### src/verilog/cdf_pkg.sv
/*
 * Constants, carrier types and shared helpers for the channel direction and
 * fade control block. Assumes a byte-wide register port with 8-bit offsets.
 */
package cdf_pkg;

    localparam int CH_N     = 10;
    localparam int LOW_N    = 4;
    localparam int HIGH_N   = 6;
    localparam int BREATH_N = 6;
    localparam int STRAP_W  = 2;

    localparam logic [7:0] ADDR_LOW_OUT   = 8'h03;
    localparam logic [7:0] ADDR_HIGH_DIR  = 8'h04;
    localparam logic [7:0] ADDR_LOW_DIR   = 8'h05;
    localparam logic [7:0] ADDR_HIGH_FUNC = 8'h12;
    localparam logic [7:0] ADDR_LOW_FUNC  = 8'h13;
    localparam logic [7:0] ADDR_BREATH    = 8'h14;

    localparam logic [3:0] LOW_DIR_RST   = 4'h0;
    localparam logic [5:0] HIGH_DIR_RST  = 6'h00;
    localparam logic [3:0] LOW_FUNC_RST  = 4'hF;
    localparam logic [5:0] HIGH_FUNC_RST = 6'h3F;
    localparam logic [5:0] BREATH_RST    = 6'h00;
    localparam logic [3:0] LOW_OUT_RST   = 4'h0;

    // Cycles after reset release before the strap level is trusted
    localparam logic [1:0] STRAP_SETTLE = 2'h3;

    typedef enum logic [1:0] {
        ST_STRAP = 2'b01,
        ST_RUN   = 2'b10
    } cdf_state_e;

    typedef struct packed {
        logic       wr;
        logic       rd;
        logic [7:0] addr;
        logic [7:0] wdata;
    } cdf_req_s;

    typedef struct packed {
        cdf_state_e st;
        logic [1:0] settle;
        logic [3:0] low_out;
        logic [5:0] high_dir;
        logic [3:0] low_dir;
        logic [5:0] high_func;
        logic [3:0] low_func;
        logic [5:0] breath;
        logic [7:0] rdata;
        logic       rvalid;
        logic [9:0] pin_out;
        logic [9:0] pin_oe;
        logic [9:0] led_mode;
        logic [5:0] flash;
        logic [3:0] fade_on;
        logic [3:0] fade_off;
    } cdf_state_s;

    // LED mode (function bit 0) with breathing enabled
    function automatic logic [5:0] led_breath(input logic [5:0] func, input logic [5:0] en);
        led_breath = ~func & en;
    endfunction

    // Strap pattern for the low-group output level after reset
    function automatic logic [3:0] strap_level(input logic [1:0] ad);
        strap_level = {ad[1], ad[0], ad[1], ad[0]};
    endfunction

endpackage

### src/verilog/cdf_pin_sync.sv
/*
 * Three-stage synchroniser for the address-select strap pins.
 * Assumes pins are asynchronous to sys_clk_i; output follows only once
 * the second and third stages agree.
 */
`timescale 1ns/1ps
module cdf_pin_sync (
    input  wire logic                        sys_clk_i,
    input  wire logic [cdf_pkg::STRAP_W-1:0] pin_i,
    output logic      [cdf_pkg::STRAP_W-1:0] agreed_o
);
    import cdf_pkg::*;

    typedef struct packed {
        logic [STRAP_W-1:0] meta;
        logic [STRAP_W-1:0] s2;
        logic [STRAP_W-1:0] s3;
        logic [STRAP_W-1:0] agreed;
    } cdf_sync_s;

    cdf_sync_s s_r;
    cdf_sync_s s_nxt;

    // Data path only; no reset so the strap can settle during reset
    always_comb begin
        s_nxt      = s_r;
        s_nxt.meta = pin_i;
        s_nxt.s2   = s_r.meta;
        s_nxt.s3   = s_r.s2;
        for (int i = 0; i < STRAP_W; i++) begin
            if (s_r.s2[i] == s_r.s3[i]) begin
                s_nxt.agreed[i] = s_r.s3[i];
            end
        end
    end

    always_ff @(posedge sys_clk_i) begin
        s_r <= s_nxt;
    end

    assign agreed_o = s_r.agreed;

endmodule

### src/verilog/cdf_ctrl.sv
/*
 * Channel direction and fade control registers for a ten-channel LED/GPIO
 * expander. Assumes the serial port engine presents decoded byte accesses
 * on req_i, and that fade timing, input sampling and the high-group output
 * level live in other blocks on the same clock.
 */
`timescale 1ns/1ps
// How it works
// - GPIO-mode low channel pin follows its output level bit.
// - Triggered-fade low channel: output bit rise starts fade-on, fall starts fade-off.
// - High direction bits 5..2 set channels 9..6 in GPIO mode: 0 output, 1 input.
// - Channel 5 in GPIO mode: high direction bit 1 picks direction.
// - Channel 4 in GPIO mode: high direction bit 0 picks direction.
// - Channels 5,4 breathing LED: direction bit picks triggered fade or flash.
// - Low channels 3..0 in GPIO mode: low direction bits pick direction.
// - Low channels breathing LED: direction bit 0 triggered fade, 1 flash.
// - All direction bits reset to zero.
// - Per-channel function bit, 0 LED, 1 GPIO, resets to one.
// - Channels 0..5 breathing enable, resets zero, gates dual meanings.
module cdf_ctrl (
    input  wire logic                        sys_clk_i,
    input  wire logic                        reset_i,
    input  wire cdf_pkg::cdf_req_s           req_i,
    input  wire logic [cdf_pkg::STRAP_W-1:0] addr_sel_pin_i,
    input  wire logic [cdf_pkg::HIGH_N-1:0]  high_level_i,
    output logic      [7:0]                  rdata_o,
    output logic                             rvalid_o,
    output logic      [cdf_pkg::CH_N-1:0]    channel_pin_o,
    output logic      [cdf_pkg::CH_N-1:0]    channel_pin_oe_o,
    output logic      [cdf_pkg::CH_N-1:0]    led_mode_o,
    output logic      [cdf_pkg::BREATH_N-1:0] periodic_flash_style_o,
    output logic      [cdf_pkg::LOW_N-1:0]   fade_on_o,
    output logic      [cdf_pkg::LOW_N-1:0]   fade_off_o
);
    import cdf_pkg::*;

    cdf_state_s           s_r;
    cdf_state_s           s_nxt;
    logic [STRAP_W-1:0]   strap;
    logic [LOW_N-1:0]     chg;
    logic [LOW_N-1:0]     fade_mask;
    logic [BREATH_N-1:0]  breath_led;
    logic [BREATH_N-1:0]  low_breath;
    logic [CH_N-1:0]      gpio;
    logic [CH_N-1:0]      dir;

    cdf_pin_sync u_strap (
        .sys_clk_i (sys_clk_i),
        .pin_i     (addr_sel_pin_i),
        .agreed_o  (strap)
    );

    always_comb begin
        s_nxt        = s_r;
        s_nxt.rvalid = 1'b0;
        s_nxt.fade_on  = '0;
        s_nxt.fade_off = '0;
        chg        = '0;
        fade_mask  = '0;
        // Breathing LED view of the low group before this cycle's write
        low_breath = led_breath({2'h0, s_r.low_func}, s_r.breath);

        case (s_r.st)
            ST_STRAP: begin
                if (s_r.settle == STRAP_SETTLE) begin
                    s_nxt.low_out = strap_level(strap);
                    s_nxt.st      = ST_RUN;
                end else begin
                    s_nxt.settle = s_r.settle + 2'h1;
                end
            end
            ST_RUN: begin
                s_nxt.st = ST_RUN;
            end
            default: begin
                s_nxt.st = ST_STRAP;
            end
        endcase

        if (req_i.wr) begin
            case (req_i.addr)
                ADDR_LOW_OUT: begin
                    // Triggered style: LED, breathing on, direction bit low
                    fade_mask = low_breath[LOW_N-1:0] & ~s_r.low_dir;
                    chg       = req_i.wdata[LOW_N-1:0] ^ s_r.low_out;
                    s_nxt.fade_on  = chg & req_i.wdata[LOW_N-1:0] & fade_mask;
                    s_nxt.fade_off = chg & ~req_i.wdata[LOW_N-1:0] & fade_mask;
                    s_nxt.low_out  = req_i.wdata[LOW_N-1:0];
                    // Host write beats the pending strap load
                    s_nxt.st       = ST_RUN;
                end
                ADDR_HIGH_DIR:  s_nxt.high_dir  = req_i.wdata[HIGH_N-1:0];
                ADDR_LOW_DIR:   s_nxt.low_dir   = req_i.wdata[LOW_N-1:0];
                ADDR_HIGH_FUNC: s_nxt.high_func = req_i.wdata[HIGH_N-1:0];
                ADDR_LOW_FUNC:  s_nxt.low_func  = req_i.wdata[LOW_N-1:0];
                ADDR_BREATH:    s_nxt.breath    = req_i.wdata[BREATH_N-1:0];
                default: begin
                end
            endcase
        end

        if (req_i.rd) begin
            s_nxt.rvalid = 1'b1;
            case (req_i.addr)
                ADDR_LOW_OUT:   s_nxt.rdata = {4'h0, s_r.low_out};
                ADDR_HIGH_DIR:  s_nxt.rdata = {2'h0, s_r.high_dir};
                ADDR_LOW_DIR:   s_nxt.rdata = {4'h0, s_r.low_dir};
                ADDR_HIGH_FUNC: s_nxt.rdata = {2'h0, s_r.high_func};
                ADDR_LOW_FUNC:  s_nxt.rdata = {4'h0, s_r.low_func};
                ADDR_BREATH:    s_nxt.rdata = {2'h0, s_r.breath};
                default:        s_nxt.rdata = 8'h00;
            endcase
        end

        // Pin view built from the next register values so outputs stay registered
        gpio       = {s_nxt.high_func, s_nxt.low_func};
        dir        = {s_nxt.high_dir, s_nxt.low_dir};
        breath_led = led_breath({s_nxt.high_func[1:0], s_nxt.low_func}, s_nxt.breath);
        s_nxt.pin_oe   = gpio & ~dir;
        s_nxt.pin_out  = {high_level_i, s_nxt.low_out} & gpio;
        s_nxt.led_mode = ~gpio;
        s_nxt.flash    = breath_led & {s_nxt.high_dir[1:0], s_nxt.low_dir};

        if (reset_i) begin
            s_nxt           = '0;
            s_nxt.st        = ST_STRAP;
            s_nxt.low_out   = LOW_OUT_RST;
            s_nxt.high_dir  = HIGH_DIR_RST;
            s_nxt.low_dir   = LOW_DIR_RST;
            s_nxt.high_func = HIGH_FUNC_RST;
            s_nxt.low_func  = LOW_FUNC_RST;
            s_nxt.breath    = BREATH_RST;
            s_nxt.pin_oe    = {HIGH_FUNC_RST, LOW_FUNC_RST};
        end
    end

    always_ff @(posedge sys_clk_i) begin
        s_r <= s_nxt;
    end

    assign rdata_o                = s_r.rdata;
    assign rvalid_o               = s_r.rvalid;
    assign channel_pin_o          = s_r.pin_out;
    assign channel_pin_oe_o       = s_r.pin_oe;
    assign led_mode_o             = s_r.led_mode;
    assign periodic_flash_style_o = s_r.flash;
    assign fade_on_o              = s_r.fade_on;
    assign fade_off_o             = s_r.fade_off;
endmodule

### config.mk
export PLATFORM = sky130hd
export DESIGN_NAME = cdf_ctrl
export DESIGN_NICKNAME = d
export VERILOG_FILES = /design/src/verilog/cdf_pkg.sv /design/src/verilog/cdf_pin_sync.sv /design/src/verilog/cdf_ctrl.sv
export SDC_FILE = /design/constraint.sdc
export NUM_CORES = 1
export LEC_CHECK = 0
export BUFFER_PORTS_ARGS = -buffer_cell sky130_fd_sc_hd__buf_4
export CORE_MARGIN = 4
export CORE_UTILIZATION = 45
export DETAILED_ROUTE_END_ITERATION = 16
export GPL_TIMING_DRIVEN = 0
export HOLD_SLACK_MARGIN = 0.06
export PLACE_DENSITY_LB_ADDON = 0.25
export SLEW_MARGIN = 30
export SYNTH_ARGS = -nofsm -noshare
export SYNTH_HDL_FRONTEND = slang
export SYNTH_SLANG_ARGS = --single-unit
### constraint.sdc
create_clock -name sys_clk_i -period 3.9 [get_ports sys_clk_i]
set_clock_uncertainty 0.2 [all_clocks]
set_input_delay 0.585 -clock sys_clk_i [delete_from_list [all_inputs] [get_ports sys_clk_i]]
set_output_delay 0.585 -clock sys_clk_i [all_outputs]
set_load 0.02 [all_outputs]
==> metrics.md <==
| Metric | Value |
|---|---|
| Number of port buffers | 69 |
| Post-cts repair resize count | 0 |
| Post-synthesis register bit count | 93 |
| Number of nets in the final layout | 497 |
| Height of the chip | 101.9 µm |
| Core area | approximately 8400 µm² |
| Number of clock buffers inserted by TritonCTS | 9 |
| Static power due to leakage | 2.084 nW |
| Number of diodes added for antenna fixing | 0 |
| P per Cell Area | about 400 nW/µm² |
| Layer with the highest usage | met2 |
| Fin. Hold Viols | 0 |
| Latest clock arrival within the worst-skew pair | 0.36 ns |
| Launching element type of the critical path | input port |
| Cell type with the largest total area after synthesis | sky130_fd_sc_hd__dfxtp_1 |
| Starting density of the core | 0.4729 |
| Worst Path Required | 3.98 ns |
| Proportion of synthesized chip area in sequential cells | 0.4747 |
| Boundary Pins | 81 |
| Routability cong. | 0.8625 |
| Hold WC Path Type | in -> reg |
| Synth Area in Compound Gates | 0.09975 |
| Global-route met1 utilization | 0.2527 |
| Crit-path max FO | 10 |
| Async SR Flop Fraction | 0 |
| Arr. time, crit path | 2.77 ns |
| RSZ-0062 raised after global routing | no |
| Number of filler instances in the final layout | 739 |
| HPWL Detailed | 6761 µm |
| Worst slew pin tran | 0.8619 ns |
| Number of sinks handled by clock tree synthesis | 93 |
| Final setup slack of the worst path | between 1 and 1.5 ns |
| Hold-critical path depth | 1 |
| Maximum clock frequency | 370.6 MHz |
| Overall power after layout | 1.966 mW |
| Number of DRC markers in iteration 0 | 161 |
| Pin count of the biggest net entering global routing | 16 |
| Dominant cell by count in the synthesized netlist | sky130_fd_sc_hd__dfxtp_1 |
| Worst IR drop on VDD | 0.0002601 V |
| Most common library cells after synthesis | 91 x sky130_fd_sc_hd__dfxtp_1, 52 x sky130_fd_sc_hd__buf_4, 30 x sky130_fd_sc_hd__nor2_1 |
| Largest family of logic cells by synthesized area | simple AND/OR/NAND/NOR gates |
| Global-route met3 utilization | 0.04642 |
| Crit path capture type | register |
| Post-synth design cell area | about 4000 µm² |
| Synth Area per Inst | 10.30 µm² |
| CTS tree | yes |
| Total global-route track usage | 0.1857 |
| CTS HTree Levels | 3 |
| R2R cell count | 6 |
| Cell types with the largest area share after synthesis | sky130_fd_sc_hd__dfxtp_1 46%, sky130_fd_sc_hd__buf_4 9.8%, sky130_fd_sc_hd__mux2i_1 6.3% |
| Number of antenna violations at the first check in global routing | 0 |
| Maximum capacitance violations | 0 |
| Mapped Cells | 385 |
| Run status | complete, no violations |
| Clock transition time at the flip-flop clock pins of the worst setup and hold paths | approximately 0.090 ns |
| Post-DRT Antenna Nets | 0 |
| Commonest register cell after synthesis | sky130_fd_sc_hd__dfxtp_1 |
| Pre-CTS setup slack | ~0.84 ns |
| Average via count per standard cell | just over 5 |
| Total of warnings raised by yosys | 0 |
| Hold_buf cts | 0 |
| Library cell used as clock root buffer | sky130_fd_sc_hd__clkbuf_8 |
| Wire per inst | 16.43 µm |
| Share of synthesized cell area in full adder, half adder and majority cells | 0.009470 |
| Area added between synthesis and finish | 22.73% |
| Site row count | 33 |
| Layout cell share with drive strength beyond 1 | 0.3524 |
| Count of flip-flops with a built-in enable after synthesis | 2 |
| Total negative setup slack | 0 ns |
| Max Buffers Root-to-Sink | 2 |
| Mux contribution to synthesized area | 0.09722 |
| Setup fix buffers added after clock tree synthesis | 0 |
| Relative max-transition margin | 0.4210 |
| Final Core Density | 0.5804 |
| First-pass iteration count of the detailed router | 6 |
| Via count | 2982 |
| Number of distinct library cells after synthesis | 55 |
| XOR/XNOR Fraction of Synth Area | 0.006629 |
| Full die area | 10370 µm² |
| Setup violators final | 0 |
| Setup CP Type | in -> reg |
| Final Max Slew Viols | 0 |
| Global-route track usage on met2 | 0.2897 |
| Die X | 101.9 µm |
| Final min period | 2.699 ns |
| Vias in the first global route | about 2900 |
| Final routed DRC violation total | 0 |
| Wire length reported by the detailed router | 9464 µm |
| Wire length of the first global-routing pass | 14480 µm |
| Share of the cycle needed by the critical path after routing | 0.6920 |
| Synth top area share | 0.4596 |
| Share of synthesized cell area in and, or, nand and nor gates | 0.1843 |
| Gr ovfl total | 0 |
-- cell type report --
cell class | count | area [µm²] | share of cell area
Sequential cell | 93 | 1882 | 0.3868
Multi-Input combinational cell | 218 | 1583 | 0.3254
Timing Repair Buffer | 69 | 518.0 | 0.1065
Buffer | 73 | 495.5 | 0.1019
Clock buffer | 13 | 201.4 | 0.04141
Tap cell | 105 | 131.4 | 0.02701
Clock inverter | 3 | 46.29 | 0.009516
Inverter | 2 | 7.507 | 0.001543
-- cells in the final DEF, fill, tap and decap left out, drive strengths merged, types with 2 or more instances in the layout --
cell    count
buf       127
dfxtp      91
nor2       30
clkbuf     28
mux2i      26
nor3b      17
nor4       13
nand2      12
a21o       12
mux2       10
a21oi       9
nand2b      6
nor2b       6
or2         6
a211oi      5
a22oi       5
a31oi       5
nand3       5
a22o        4
and2        4
and3        3
o22ai       3
xnor2       3
o21a        3
o21bai      3
ha          3
nor4b       3
inv         2
o21ai       2
nor3        2
and4        2
and3b       2
conb        2
edfxtp      2
-- registers in the layout (all words and copies together) (netlist names) --
register                count
channel_pin_o              10
channel_pin_oe_o           10
fade_off_o                  4
fade_on_o                   4
led_mode_o                 10
periodic_flash_style_o      6
rdata_o                     6
rvalid_o                    1
s_r                        34
u_strap.agreed_o            2
u_strap.s_nxt               4
u_strap.s_r                 2
-- cell families after synthesis --
group / count (synthesis)
AO/OA/AOI/OAI: 56
XOR/XNOR: 3
adder cells (fa/ha/maj): 3
buffers and inverters: 75
flip-flops: 93
multiplexers: 36
other: 1
AND/OR/NAND/NOR: 118
-- critical path, cell delays in order --
cell	delay (ns)
sky130_fd_sc_hd__buf_4	0.12
sky130_fd_sc_hd__buf_6	0.14
sky130_fd_sc_hd__nor4b_2	0.77
sky130_fd_sc_hd__nand3_2	0.43
sky130_fd_sc_hd__mux2_2	0.46
sky130_fd_sc_hd__nor4_2	0.26
-- stage by stage --
stage | instances | cell area (µm²) | hold slack (ns)
floorplan | 386 | 3968 | 0.1096
global route | 576 | 4865 | 0.1070
finish | 576 | 4865 | 0.1198
detailed placement | 560 | 4617 | 0.1144
global placement | 560 | 4617 | 0.1136
CTS | 576 | 4865 | 0.1023
-- routing by layer --
layer | routed length [µm] | vias up
met5 | 0 | -
met4 | 150 | 0
li1 | - | 1460
met3 | 663 | 13
met2 | 4404 | 103
met1 | 4245 | 1406
-- power breakdown --
| part | leakage, nW | total, mW | internal (mW) | switching, mW |
|---|---|---|---|---|
| registers | 0.759 | 1.00 | 0.985 | 0.0195 |
| clock network | 0.122 | 0.749 | 0.410 | 0.338 |
| logic | 1.20 | 0.213 | 0.100 | 0.112 |
| total | 2.08 | 1.97 | 1.50 | 0.470 |
-- worst paths after layout --
kind / startpoint / endpoint / slack (ns)
worst max-delay path: req_i[8] / periodic_flash_style_o[5]$_SDFF_PP0_ / 1.20
worst min-delay path: addr_sel_pin_i[1] / u_strap.s_nxt[5]$_DFF_P_ / 0.12
worst max register to register: s_r[86]$_SDFF_PP0_ / channel_pin_o[3]$_SDFF_PP0_ / 2.21
worst min register to register: u_strap.s_nxt[5]$_DFF_P_ / u_strap.s_nxt[3]$_DFF_P_ / 0.13
(Power assumes the default switching activity.)
